### config.mk
export PLATFORM = sky130hd
export DESIGN_NAME = sar_conv_sequencer
export DESIGN_NICKNAME = d
export VERILOG_FILES = /design/src/sar_seq_pkg.sv /design/src/sar_if.sv /design/src/sar_conv_sequencer.sv /design/src/sar_engine.sv
export SDC_FILE = /design/constraint.sdc
export NUM_CORES = 1
export LEC_CHECK = 0
export BUFFER_PORTS_ARGS = -buffer_cell sky130_fd_sc_hd__buf_4
export CAP_MARGIN = 5
export CORE_MARGIN = 2
export CORE_UTILIZATION = 35
export CTS_CLUSTER_SIZE = 10
export DETAILED_ROUTE_END_ITERATION = 6
export PLACE_DENSITY = 0.58
export SLEW_MARGIN = 40
export SYNTH_ARGS = -nofsm -noshare
export SYNTH_HDL_FRONTEND = slang
export SYNTH_SLANG_ARGS = --single-unit
### constraint.sdc
create_clock -name core_clk_in -period 1.95 [get_ports core_clk_in]
set_clock_uncertainty 0.15 [all_clocks]
set_input_delay 0.0975 -clock core_clk_in [delete_from_list [all_inputs] [get_ports core_clk_in]]
set_output_delay 0.0975 -clock core_clk_in [all_outputs]
set_load 0.03 [all_outputs]
### src/sar_seq_pkg.sv
// shared constants and types for the converter sequencer
package sar_seq_pkg;

   // control byte layout
   localparam int CTRL_W       = 8;
   localparam int PD_HI_BIT    = 7;
   localparam int PD_LO_BIT    = 6;
   localparam int ACQ_BIT      = 5;
   localparam int CFG_BIT      = 4;
   localparam int POL_BIT      = 3;
   localparam int ADDR_MSB     = 2;
   localparam int ADDR_LSB     = 0;
   localparam int ADDR_W       = 3;

   // power-up: normal operation, external conversion clock
   localparam logic [7:0] CTRL_RESET = 8'hc0;
   localparam logic [2:0] PAIR_FLIP  = 3'h1;

   // result and read port layout
   localparam int RESULT_W     = 12;
   localparam int LOW_BYTE_W   = 8;
   localparam int HIGH_NIB_W   = 4;
   localparam int EXT_BITS_W   = 4;

   // timing
   localparam int CLK_PERIOD_NS    = 50;
   localparam int INT_CONV_TIME_NS = 3600;
   localparam int CONV_CYCLES      = 13;
   localparam int ACQ_INT_EDGES    = 4;
   localparam int INT_DIV_CYCLES   =
      INT_CONV_TIME_NS / (CONV_CYCLES * CLK_PERIOD_NS);

   localparam logic [3:0] CONV_LAST_EDGE = 4'(CONV_CYCLES - 1);
   localparam logic [3:0] ACQ_LAST_EDGE  = 4'(ACQ_INT_EDGES - 1);
   localparam logic [2:0] DIV_LAST       = 3'(INT_DIV_CYCLES - 1);

   typedef enum logic [4:0] {
      ST_IDLE    = 5'h01,
      ST_ACQ_INT = 5'h02,
      ST_ACQ_EXT = 5'h04,
      ST_CONVERT = 5'h08,
      ST_LATCH   = 5'h10
   } seq_state_type;

endpackage

### src/sar_if.sv
// successive-approximation engine link between sequencer and engine
`timescale 1ns/1ps
interface sar_if #(parameter int W = 12);
   logic         start;
   logic         step;
   logic         comp;
   logic [W-1:0] code;

   modport engine (input start, input step, input comp, output code);
   modport ctrl   (output start, output step, output comp, input code);
endinterface

### src/sar_conv_sequencer.sv
// conversion sequencer behind the byte-wide parallel host port
// Overview of operation
// - track/hold goes to tracking when a control byte write ends, except the write that closes external acquisition.
// - external acquisition holds on the next write strobe rising edge.
// - internal acquisition holds on the fourth conversion clock falling edge.
// - single-ended ties negative node to common; differential uses the pair.
// - every conversion lasts exactly 13 conversion clock cycles.
// - a write during conversion aborts it and starts new acquisition.
// - the sample is taken at the end of acquisition, both modes.
// - acquisition bit clear times acquisition internally, then converts.
// - external acquisition opens with bit set, converts on second write.
// - done flag goes low when the result is ready.
// - done flag returns high on first read or new control write.
// - top two bits pick full or standby power-down or normal operation.
// - bit 5 picks internal (0) or external (1) acquisition timing.
// - bit 4 picks pseudo-differential (0) or single-ended (1) inputs.
// - bits 2 to 0 address the input channel or input pair.
// - normal operation uses internal clock for 10, external for 11.
// - power-down keeps last clock mode; power-up uses external clock.
// - read shows low byte, or upper nibble with zero or sign lines.
// - result is straight binary unipolar, two's complement bipolar.
`timescale 1ns/1ps
module sar_conv_sequencer (
   input  wire logic        core_clk_in,         // core clock, 20 MHz
   input  wire logic        reset_in,            // sync reset, active high
   input  wire logic        cs_n_in,             // chip select, active low
   input  wire logic        wr_n_in,             // write strobe, active low
   input  wire logic        rd_n_in,             // read strobe, active low
   input  wire logic        high_byte_enable_in, // read upper nibble
   input  wire logic [7:0]  data_in,             // data pins, input side
   output logic      [7:0]  data_out,            // data pins, output side
   output logic             data_oe_out,         // data pins driven
   input  wire logic        conv_clk_in,         // external conversion clock
   input  wire logic        comp_in,             // comparator decision
   output logic             conv_done_n_out,     // conversion done, low
   output logic             track_out,           // hold capacitor tracking
   output logic             sample_out,          // sampling instant pulse
   output logic [2:0]       pos_chan_out,        // positive input channel
   output logic [2:0]       neg_chan_out,        // negative input channel
   output logic             neg_to_common_out,   // negative node on return
   output logic [1:0]       power_mode_out,      // requested power state
   output logic             clk_mode_ext_out,    // external clock in use
   output logic [11:0]      dac_code_out         // capacitive dac trial code
);

   typedef struct packed {
      // synchronisers, stage 0 feeds stage 1 only
      logic [1:0]                     cs_s;
      logic [1:0]                     wr_s;
      logic [1:0]                     rd_s;
      logic [1:0]                     hb_s;
      logic [2:0]                     clk_s;
      logic [1:0]                     comp_s;
      logic [1:0][7:0]                data_s;
      // host port
      logic                           wr_act_q;
      logic                           rd_act_q;
      logic [7:0]                     wbuf;
      logic [7:0]                     dout;
      logic                           doe;
      // sequencing
      sar_seq_pkg::seq_state_type     state;
      logic [3:0]                     edge_cnt;
      logic [2:0]                     div_cnt;
      logic                           int_tick;
      logic                           sar_start;
      logic                           sar_step;
      // control and results
      logic [7:0]                     ctrl;
      logic                           clk_ext;
      logic [11:0]                    result;
      logic                           done_n;
      logic                           track;
      logic                           sample;
      logic [2:0]                     pos_chan;
      logic [2:0]                     neg_chan;
      logic                           neg_com;
   } seq_type;

   seq_type st;
   seq_type next_st;

   sar_if #(.W(sar_seq_pkg::RESULT_W)) sar ();

   sar_engine #(.W(sar_seq_pkg::RESULT_W)) u_engine (
      .core_clk_in (core_clk_in),
      .reset_in    (reset_in),
      .sar         (sar.engine)
   );

   assign sar.start = st.sar_start;
   assign sar.step  = st.sar_step;
   assign sar.comp  = st.comp_s[1];

   logic        wr_act;
   logic        rd_act;
   logic        wr_rise;
   logic        rd_fall;
   logic        ext_fall;
   logic        conv_fall;
   logic [7:0]  wbyte;
   logic [11:0] fmt_code;
   logic [2:0]  addr;

   always_comb begin
      next_st  = st;
      wbyte    = st.wbuf;
      addr     = wbyte[sar_seq_pkg::ADDR_MSB:sar_seq_pkg::ADDR_LSB];
      fmt_code = sar.code;

      // pin synchronisers
      next_st.cs_s   = {st.cs_s[0], cs_n_in};
      next_st.wr_s   = {st.wr_s[0], wr_n_in};
      next_st.rd_s   = {st.rd_s[0], rd_n_in};
      next_st.hb_s   = {st.hb_s[0], high_byte_enable_in};
      next_st.clk_s  = {st.clk_s[1:0], conv_clk_in};
      next_st.comp_s = {st.comp_s[0], comp_in};
      next_st.data_s = {st.data_s[0], data_in};

      // chip select gates both strobes
      wr_act   = !st.cs_s[1] && !st.wr_s[1];
      rd_act   = !st.cs_s[1] && !st.rd_s[1];
      wr_rise  = st.wr_act_q && !wr_act;
      rd_fall  = rd_act && !st.rd_act_q;
      next_st.wr_act_q = wr_act;
      next_st.rd_act_q = rd_act;
      if (wr_act) begin
         // keep the last byte seen while the write is low
         next_st.wbuf = st.data_s[1];
      end

      // internal conversion clock from the core clock
      next_st.int_tick = 1'b0;
      if (st.div_cnt == sar_seq_pkg::DIV_LAST) begin
         next_st.div_cnt  = '0;
         next_st.int_tick = 1'b1;
      end else begin
         next_st.div_cnt = st.div_cnt + 3'h1;
      end

      ext_fall  = st.clk_s[2] && !st.clk_s[1];
      conv_fall = st.clk_ext ? ext_fall : st.int_tick;

      next_st.sample    = 1'b0;
      next_st.sar_start = 1'b0;
      next_st.sar_step  = 1'b0;

      // read port: low byte or upper nibble with extension lines
      next_st.doe = rd_act;
      if (st.hb_s[1]) begin
         next_st.dout = {{sar_seq_pkg::EXT_BITS_W{
                            st.result[sar_seq_pkg::RESULT_W-1]
                            && !st.ctrl[sar_seq_pkg::POL_BIT]}},
                         st.result[sar_seq_pkg::RESULT_W-1:
                                   sar_seq_pkg::LOW_BYTE_W]};
      end else begin
         next_st.dout = st.result[sar_seq_pkg::LOW_BYTE_W-1:0];
      end

      // first read cycle clears the done flag
      if (rd_fall) begin
         next_st.done_n = 1'b1;
      end

      case (st.state)
         sar_seq_pkg::ST_IDLE: begin
            next_st.edge_cnt = '0;
         end
         sar_seq_pkg::ST_ACQ_INT: begin
            if (conv_fall) begin
               if (st.edge_cnt == sar_seq_pkg::ACQ_LAST_EDGE) begin
                  // end of timed acquisition: sample and convert
                  next_st.track    = 1'b0;
                  next_st.sample   = 1'b1;
                  next_st.edge_cnt = '0;
                  next_st.state    = sar_seq_pkg::ST_CONVERT;
               end else begin
                  next_st.edge_cnt = st.edge_cnt + 4'h1;
               end
            end
         end
         sar_seq_pkg::ST_ACQ_EXT: begin
            // open-ended tracking until the closing write
            next_st.track = 1'b1;
         end
         sar_seq_pkg::ST_CONVERT: begin
            if (conv_fall) begin
               // edge 0 moves charge to the dac, the rest decide bits
               if (st.edge_cnt == '0) begin
                  next_st.sar_start = 1'b1;
               end else begin
                  next_st.sar_step = 1'b1;
               end
               if (st.edge_cnt == sar_seq_pkg::CONV_LAST_EDGE) begin
                  next_st.state = sar_seq_pkg::ST_LATCH;
               end else begin
                  next_st.edge_cnt = st.edge_cnt + 4'h1;
               end
            end
         end
         sar_seq_pkg::ST_LATCH: begin
            // wait one cycle so the last decision reaches the code
            if (!st.sar_step) begin
               if (!st.ctrl[sar_seq_pkg::POL_BIT]) begin
                  // offset binary to two's complement for bipolar
                  fmt_code[sar_seq_pkg::RESULT_W-1] =
                     !sar.code[sar_seq_pkg::RESULT_W-1];
               end
               next_st.result = fmt_code;
               next_st.done_n = 1'b0;
               next_st.state  = sar_seq_pkg::ST_IDLE;
            end
         end
         default: begin
            next_st.state = sar_seq_pkg::ST_IDLE;
         end
      endcase

      // a completed control write overrides whatever was under way
      if (wr_rise) begin
         next_st.ctrl   = wbyte;
         next_st.done_n = 1'b1;
         if (wbyte[sar_seq_pkg::PD_HI_BIT]) begin
            next_st.clk_ext = wbyte[sar_seq_pkg::PD_LO_BIT];
         end
         // power-down patterns leave the clock mode alone
         next_st.pos_chan = addr;
         if (wbyte[sar_seq_pkg::CFG_BIT]) begin
            next_st.neg_com  = 1'b1;
            next_st.neg_chan = addr;
         end else begin
            next_st.neg_com  = 1'b0;
            next_st.neg_chan = addr ^ sar_seq_pkg::PAIR_FLIP;
         end
         next_st.edge_cnt = '0;
         if ((st.state == sar_seq_pkg::ST_ACQ_EXT)
             && !wbyte[sar_seq_pkg::ACQ_BIT]) begin
            // closing write of external acquisition
            next_st.track  = 1'b0;
            next_st.sample = 1'b1;
            next_st.state  = sar_seq_pkg::ST_CONVERT;
         end else begin
            // restarts acquisition, aborting any conversion
            next_st.track = 1'b1;
            if (wbyte[sar_seq_pkg::ACQ_BIT]) begin
               next_st.state = sar_seq_pkg::ST_ACQ_EXT;
            end else begin
               next_st.state = sar_seq_pkg::ST_ACQ_INT;
            end
         end
      end
   end

   always_ff @(posedge core_clk_in) begin
      if (reset_in) begin
         st         <= '0;
         st.cs_s    <= 2'h3;
         st.wr_s    <= 2'h3;
         st.rd_s    <= 2'h3;
         st.state   <= sar_seq_pkg::ST_IDLE;
         st.ctrl    <= sar_seq_pkg::CTRL_RESET;
         st.clk_ext <= 1'b1;
         st.done_n  <= 1'b1;
         st.neg_com <= 1'b1;
      end else begin
         st <= next_st;
      end
   end

   // every output is a register field
   assign data_out          = st.dout;
   assign data_oe_out       = st.doe;
   assign conv_done_n_out   = st.done_n;
   assign track_out         = st.track;
   assign sample_out        = st.sample;
   assign pos_chan_out      = st.pos_chan;
   assign neg_chan_out      = st.neg_chan;
   assign neg_to_common_out = st.neg_com;
   assign power_mode_out    = st.ctrl[sar_seq_pkg::PD_HI_BIT:
                                      sar_seq_pkg::PD_LO_BIT];
   assign clk_mode_ext_out  = st.clk_ext;
   assign dac_code_out      = sar.code;

endmodule

### src/sar_engine.sv
// successive-approximation register that drives the capacitive dac code
`timescale 1ns/1ps
module sar_engine #(
   parameter int W = 12
) (
   input  wire logic core_clk_in, // core clock
   input  wire logic reset_in,    // synchronous reset, active high
   sar_if.engine     sar          // start, step, comparator, code
);

   typedef struct packed {
      logic [W-1:0] code;
      logic [W-1:0] mask;
   } sar_state_type;

   sar_state_type st;
   sar_state_type next_st;

   always_comb begin
      next_st = st;
      if (sar.start) begin
         // first trial at mid scale
         next_st.code = {1'b1, {(W-1){1'b0}}};
         next_st.mask = {1'b1, {(W-1){1'b0}}};
      end else if (sar.step && (st.mask != '0)) begin
         // comparator high keeps the trial bit
         next_st.code = (sar.comp ? st.code : (st.code & ~st.mask))
                        | (st.mask >> 1);
         next_st.mask = st.mask >> 1;
      end
   end

   always_ff @(posedge core_clk_in) begin
      if (reset_in) begin
         st <= '0;
      end else begin
         st <= next_st;
      end
   end

   assign sar.code = st.code;

endmodule

==> results of run 1 <==
[final timing paths]
path | cells past startpoint | endpoint | slack (ns) | start
worst min register to register | 1 | st[93]$_SDFF_PP1_ | 0.26 | next_st[93]$_SDFF_PP1_
worst max register to register | 5 | st[17]$_SDFFE_PP0P_ | 0.05 | st[41]$_SDFFE_PP1P_
worst min-delay path | 1 | st[93]$_SDFF_PP1_ | 0.26 | next_st[93]$_SDFF_PP1_
worst max-delay path | 5 | st[17]$_SDFFE_PP0P_ | 0.05 | st[41]$_SDFFE_PP1P_
[worst max-delay path: cells and delay by family, from the launching register on]
| family | cells | cell delay [ns] |
|---|---|---|
| buffers and inverters | 1 | 0.19 |
| muxes | 1 | 0.16 |
| DFF | 1 | 0.35 |
| and+or+nand+nor | 3 | 0.93 |
[stage by stage]
stage | instances | util [%]
after floorplan | 460 | -
after global placement | 616 | 39.0
after detailed placement | 616 | 39.0
after CTS | 647 | 42.8
after global routing | 648 | 43.0
final | 648 | 43.0
[flip-flops by register name, indices dropped and copies added (netlist names), 2 cells and up]
signal	flops
data_out	8
next_st	15
power_mode_out	2
st	43
u_engine.sar.code	12
u_engine.st	12
wbyte	8
[kinds of logic (layout without fill, tap and decap cells)]
group           count (synthesis)  after routing  share of synthesized area, %
compound gates                 68             68                          9.13
xor+xnor                        4              4                         0.849
fa+ha+maj                       4              4                          1.21
buf+inv                        60            105                          8.67
flops                         110            110                          53.4
mux                            18             18                          4.37
simple gates                  196            196                          22.4
[power groups by stage]
stage	logic (uW)	registers, uW	clock network [uW]
5_1_grt	157	2300	1830
3_5_place_dp	118	2350	0
6_report	141	2290	1680
3_3_place_gp	115	2350	0
2_1_floorplan	76.4	2340	0
4_1_cts	142	2290	1730
[routing by layer]
layer	wire, um	part of all wire [%]
met5	0	0
met4	150	2.0
met3	389	5.1
met2	3380	44
met1	3700	49
[synthesized netlist by cell type (all sizes together) (2+ instances only)]
library cell and count:
nand3 4, dfxtp 110, mux2i 18, buf 32, nand2 89, o21ai 7, a21oi 51, ha 4
and3b 2, clkbuf 20, inv 8, or2 8, nor2b 24, or3 3, nand3b 5, and2 4
and3 2, nand2b 6, xnor2 3, nor3 5, o2bb2ai 2, nor2 37
[final cells by class]
type	count	area, um^2
Multi-Input combinational cell	290	1580
Clock buffer	10	229
Fill cell	1116	6540
Timing Repair Buffer	81	658
Tap cell	143	179
Clock inverter	6	47.5
Sequential cell	110	2200
Inverter	8	30.0
[repair_timing]
item / CTS / global route
endpoints found under the setup margin: 0 / 18
buffers inserted: 0 / 1
gates resized for setup: 0 / 6
hold buffers: 15 / 0
hold endpoints to repair: 31 / 0
==> impl_metrics.env, run 1 <==
export IMPL_worstSetupStartpointType="flop"
export IMPL_portBuffers=49
export IMPL_final_cell_mix="sky130_fd_sc_hd__dfxtp_1, sky130_fd_sc_hd__nand2_1, sky130_fd_sc_hd__buf_4"
export IMPL_remaining_drc_errors=0
export IMPL_die_span_in_x_um=113
export IMPL_most_common_cell_after_layout_fill_and_taps_aside="sky130_fd_sc_hd__dfxtp_1"
export IMPL_timing_critical_path_arrival_ns=1.97
export IMPL_timing_critical_path_cells="or3_1, or4b_4, buf_4, mux2i_1, nor2_1"
export IMPL_power_ir_vdd_worst_mv=0.392
export IMPL_yosys_top_cells_area="sky130_fd_sc_hd__dfxtp_1, sky130_fd_sc_hd__nand2_1, sky130_fd_sc_hd__a21oi_1, sky130_fd_sc_hd__buf_4, sky130_fd_sc_hd__mux2i_1"
export IMPL_finalHoldViolCount=0
export IMPL_timing_setup_critical_path_class="reg2reg"
export IMPL_totalNegativeSetupSlack_ns=0
export IMPL_period_share_pct=97.3
export IMPL_sw_frac_of_total_pct=21.5
export IMPL_gr_total_overflow=0
export IMPL_gr_max_usage_layer="met2"
export IMPL_fp_dieArea_mm2=0.0127
export IMPL_postLayoutCellArea_mm2=0.00493
export IMPL_synth_distinct_cells=42
export IMPL_grt_antenna_before_repair=0
export IMPL_wl_um=7610
export IMPL_timing_hold_ws_ns=0.259
export IMPL_p_int_uw=3230
export IMPL_fmaxAchievable_mhz=527
export IMPL_critPathMaxStageDelay_ns=0.50
export IMPL_rsz0062_at_grt="true"
export IMPL_first_pass_detailed_route_iteration_total=4
export IMPL_pwr_share_clk_pct=40.9
export IMPL_design_final_nets=520
export IMPL_critPathMaxFanout=7
export IMPL_hold_path_class="reg2reg"
export IMPL_detailedPlacementHpwl_um=5180
export IMPL_avgRoutedWirePerCell_um=11.7
export IMPL_drv_slew=0
export IMPL_gr_usage_met2_pct=18.8
export IMPL_final_period_minus_worst_setup_slack_ns=1.90
export IMPL_synth_enable_flop_cells=0
export IMPL_design_core_area_mm2=0.0115
export IMPL_placement_setup_worst_slack_ns=0.0340
export IMPL_global_route_met3_utilization_pct=3.51
export IMPL_grt_total_usage_pct=12.3
export IMPL_clock_sinks=110
export IMPL_h_tree_depth=3
export IMPL_critical_path_slowest_cell="sky130_fd_sc_hd__or4b_4"
export IMPL_drt_vias_per_instance=4.56
export IMPL_grt_max_degree=65
export IMPL_cts_buffers=9
export IMPL_die_height_um=113
export IMPL_max_slew_worst_pin_slew_ns=0.574
export IMPL_max_cap_viol_count=0
export IMPL_vias_in_the_first_global_route=2684
export IMPL_synth_async_sr_flop_share_pct=0
export IMPL_initial_core_util_pct=36.0
export IMPL_avgSynthCellArea_um2=8.97
export IMPL_post_layout_total_power_uw=4120
export IMPL_post_route_worst_setup_slack_ns=0.0518
export IMPL_area_growth_syn_to_layout_pct=19.5
export IMPL_cell_taking_the_most_area_after_synthesis="sky130_fd_sc_hd__dfxtp_1"
export IMPL_cp_required_ns=2.02
export IMPL_max_clock_path_buffers=2
export IMPL_synth_yosys_warnings=0
export IMPL_floorplan_rows=39
export IMPL_synth_top_cell_area_share_pct=53.4
export IMPL_synthCells=460
export IMPL_netSwitchingPower_uw=887
export IMPL_endpoint_kind="flop"
export IMPL_grtUsageMet1_pct=16.3
export IMPL_ant_nets=0
export IMPL_clkLatencyLatePin_ns=0.34
export IMPL_drtIter0Drc=190
export IMPL_antenna_cells_inserted=0
export IMPL_synth_main_ff_cell="sky130_fd_sc_hd__dfxtp_1"
export IMPL_syn_num_nets=480
export IMPL_route_vias_total=2956
export IMPL_comb_power_share_pct=3.4
export IMPL_post_route_cells_drive_above_1_share_pct=19.0
export IMPL_power_per_cell_area_mw_per_mm2=835
export IMPL_synth_yosys_seq_area_share_pct=53.4
export IMPL_pin_count=50
export IMPL_place_area_mm2=0.00448
export IMPL_synth_cell_area_mm2=0.00413
export IMPL_synth_ff_latch_count=110
export IMPL_cts_reportedPaths_clkPinSlew_ns=0.07
export IMPL_grt_pass1_wl_um=12600
export IMPL_seq_power_share_pct=55.7
export IMPL_status="complete, no violations"
export IMPL_setup_viol=0
export IMPL_cts_tree="done"
export IMPL_place_congestion=0.822
export IMPL_root_buffer="sky130_fd_sc_hd__clkbuf_16"
export IMPL_total_leakage_power_uw=0.00194
export IMPL_slew_headroom_pct=61.6
Power figures use the tool's default switching activity.
==> inputs of run 2 (changes only) <==
--- a/config.mk
+++ b/config.mk
@@ -11,6 +11,7 @@
 export CORE_UTILIZATION = 35
 export CTS_CLUSTER_SIZE = 10
 export DETAILED_ROUTE_END_ITERATION = 6
+export GPL_TIMING_DRIVEN = 0
 export PLACE_DENSITY = 0.58
 export SLEW_MARGIN = 40
 export SYNTH_ARGS = -nofsm -noshare
==> run 2 against run 1 <==
The flow now finishes with violations (negative setup slack). Cell area up 6.1%. Count of clock-buffer cells in the layout stayed put. Sequential share of layout area down 2.4 points. First-iteration DRC count fell by 26%. Sequential power barely moved. Critical endpoint is now st[18]$_SDFFE_PP0P_. Largest power group unchanged.
==> impl_metrics.env, run 2 (same netlist as run 1, synthesis figures left out) <==
export IMPL_drv_slew=0
export IMPL_top_register="st"
export IMPL_endpoint_kind="flop"
export IMPL_remaining_drc_errors=0
export IMPL_worstSetupStartpointType="flop"
export IMPL_max_clock_path_buffers=2
export IMPL_critical_path_top_delay_family="simple AND/OR/NAND/NOR gates"
export IMPL_die_span_in_x_um=113
export IMPL_wl_um=8630
export IMPL_rr_worst_depth=5
export IMPL_fmaxAchievable_mhz=511
export IMPL_post_route_worst_setup_slack_ns=-0.00548
export IMPL_numPlacedInstances=652
export IMPL_design_final_nets=557
export IMPL_setup_viol=1
export IMPL_root_buffer="sky130_fd_sc_hd__clkbuf_16"
export IMPL_pwr_share_clk_pct=44.1
export IMPL_vias_in_the_first_global_route=2976
export IMPL_drtIter0Drc=140
export IMPL_p_int_uw=3410
export IMPL_timing_critical_path_arrival_ns=2.02
export IMPL_hold_path_class="reg2reg"
export IMPL_drt_vias_per_instance=4.58
export IMPL_rsz0062_at_grt="true"
export IMPL_die_height_um=113
export IMPL_initial_core_util_pct=36.0
export IMPL_gr_total_overflow=0
export IMPL_slew_headroom_pct=59.7
export IMPL_grt_total_usage_pct=14.1
export IMPL_final_period_minus_worst_setup_slack_ns=1.96
export IMPL_most_common_cell_after_layout_fill_and_taps_aside="sky130_fd_sc_hd__dfxtp_1"
export IMPL_power_ir_vdd_worst_mv=0.456
export IMPL_fp_dieArea_mm2=0.0127
export IMPL_period_share_pct=100
export IMPL_grt_max_degree=20
export IMPL_timing_setup_critical_path_class="reg2reg"
export IMPL_status="finished with violations"
export IMPL_grt_pass1_wl_um=14200
export IMPL_area_growth_syn_to_layout_pct=26.8
export IMPL_violations_in_the_final_reports="negative setup slack"
export IMPL_ant_nets=0
export IMPL_first_pass_detailed_route_iteration_total=5
export IMPL_crit_cells=5
export IMPL_largest_reg_flops=43
export IMPL_final_cell_mix="sky130_fd_sc_hd__dfxtp_1, sky130_fd_sc_hd__nand2_1, sky130_fd_sc_hd__buf_4"
export IMPL_cts_tree="done"
export IMPL_cts_buffers=9
export IMPL_critPathMaxStageDelay_ns=0.55
export IMPL_avgRoutedWirePerCell_um=12.6
export IMPL_clock_sinks=110
export IMPL_seq_power_share_pct=52.5
export IMPL_comb_power_share_pct=3.5
export IMPL_cp_num_buf_inv=1
export IMPL_total_leakage_power_uw=0.00212
export IMPL_timing_critical_path_cells="or3_4, or4b_4, buf_12, mux2i_1, nor2_1"
export IMPL_cp_required_ns=2.02
export IMPL_power_per_cell_area_mw_per_mm2=833
export IMPL_place_congestion=0.811
export IMPL_critical_path_slowest_cell="sky130_fd_sc_hd__or4b_4"
export IMPL_pin_count=50
export IMPL_sw_frac_of_total_pct=21.9
export IMPL_design_core_area_mm2=0.0115
export IMPL_floorplan_rows=39
export IMPL_route_vias_total=3140
export IMPL_fin_cells=685
export IMPL_max_cap_viol_count=0
export IMPL_timing_hold_ws_ns=0.262
export IMPL_whs_path_depth=1
export IMPL_critPathMaxFanout=5
export IMPL_fillerInstances=1101
export IMPL_antenna_cells_inserted=0
export IMPL_netSwitchingPower_uw=953
export IMPL_cts_reportedPaths_clkPinSlew_ns=0.07
export IMPL_post_route_cells_drive_above_1_share_pct=22.5
export IMPL_h_tree_depth=3
export IMPL_portBuffers=49
export IMPL_detailedPlacementHpwl_um=5980
export IMPL_finalHoldViolCount=0
export IMPL_grt_antenna_before_repair=0
export IMPL_clkLatencyLatePin_ns=0.35
export IMPL_max_slew_worst_pin_slew_ns=0.604
==> run 2: power by group through the flow <==
stage               Combinational [uW]  Clock, uW  Sequential (uW)
floorplan                         76.4          0             2340
global placement                   125          0             2340
detailed placement                 128          0             2340
CTS                                152       1960             2290
global route                       167       2050             2290
finish                             151       1920             2290
==> run 2: metal layers <==
metal | up-vias | GRT usage [%] | part of all wire [%]
li1 | 1624 | - | -
met1 | 1445 | 18.1 | 47
met2 | 62 | 23.1 | 48
met3 | 9 | 3.24 | 4.4
met4 | 0 | 5.12 | 1.5
met5 | - | 0 | 0
==> run 2: path summary, 6_finish.rpt <==
check,from,endpoint,slack (ns)
max,st[42]$_SDFFE_PP0P_,st[18]$_SDFFE_PP0P_,-0.005
min,next_st[91]$_SDFF_PP1_,st[91]$_SDFF_PP1_,0.26
min reg2reg,next_st[91]$_SDFF_PP1_,st[91]$_SDFF_PP1_,0.26
max reg2reg,st[42]$_SDFFE_PP0P_,st[18]$_SDFFE_PP0P_,-0.005
==> run 2: cell type report <==
type	count	area (um^2)	share of cell area, %
flip-flops and latches	110	2210	42.3
multi-input cells	290	1610	30.8
repair buffers	69	576	11.0
plain buffers	49	309	5.91
clock buffers	10	239	4.57
well taps	143	179	3.42
clock inverters	6	76.3	1.46
inverters	8	30.0	0.574
==> run 2: stage by stage <==
step	area [um^2]	setup WS [ns]	utilization (%)	TNS (ns)	total power [uW]
2_1_floorplan	4130	-0.00596	-	-0.0509	2420
3_3_place_gp	4670	-0.114	40.7	-1.01	2470
3_5_place_dp	4670	-0.133	40.7	-1.21	2470
4_1_cts	5180	-0.0578	45.2	-0.430	4400
5_1_grt	5230	-0.0596	45.6	-0.503	4510
6_report	5230	-0.00548	45.6	-0.00548	4360
==> run 2: what timing repair did <==
item,in CTS,in global routing
gates resized for setup,11,13
setup endpoints to repair,13,28
gates cloned,1,0
pin swaps,1,6
hold endpoints to repair,19,0
hold buffers,15,0
buffers inserted,2,2
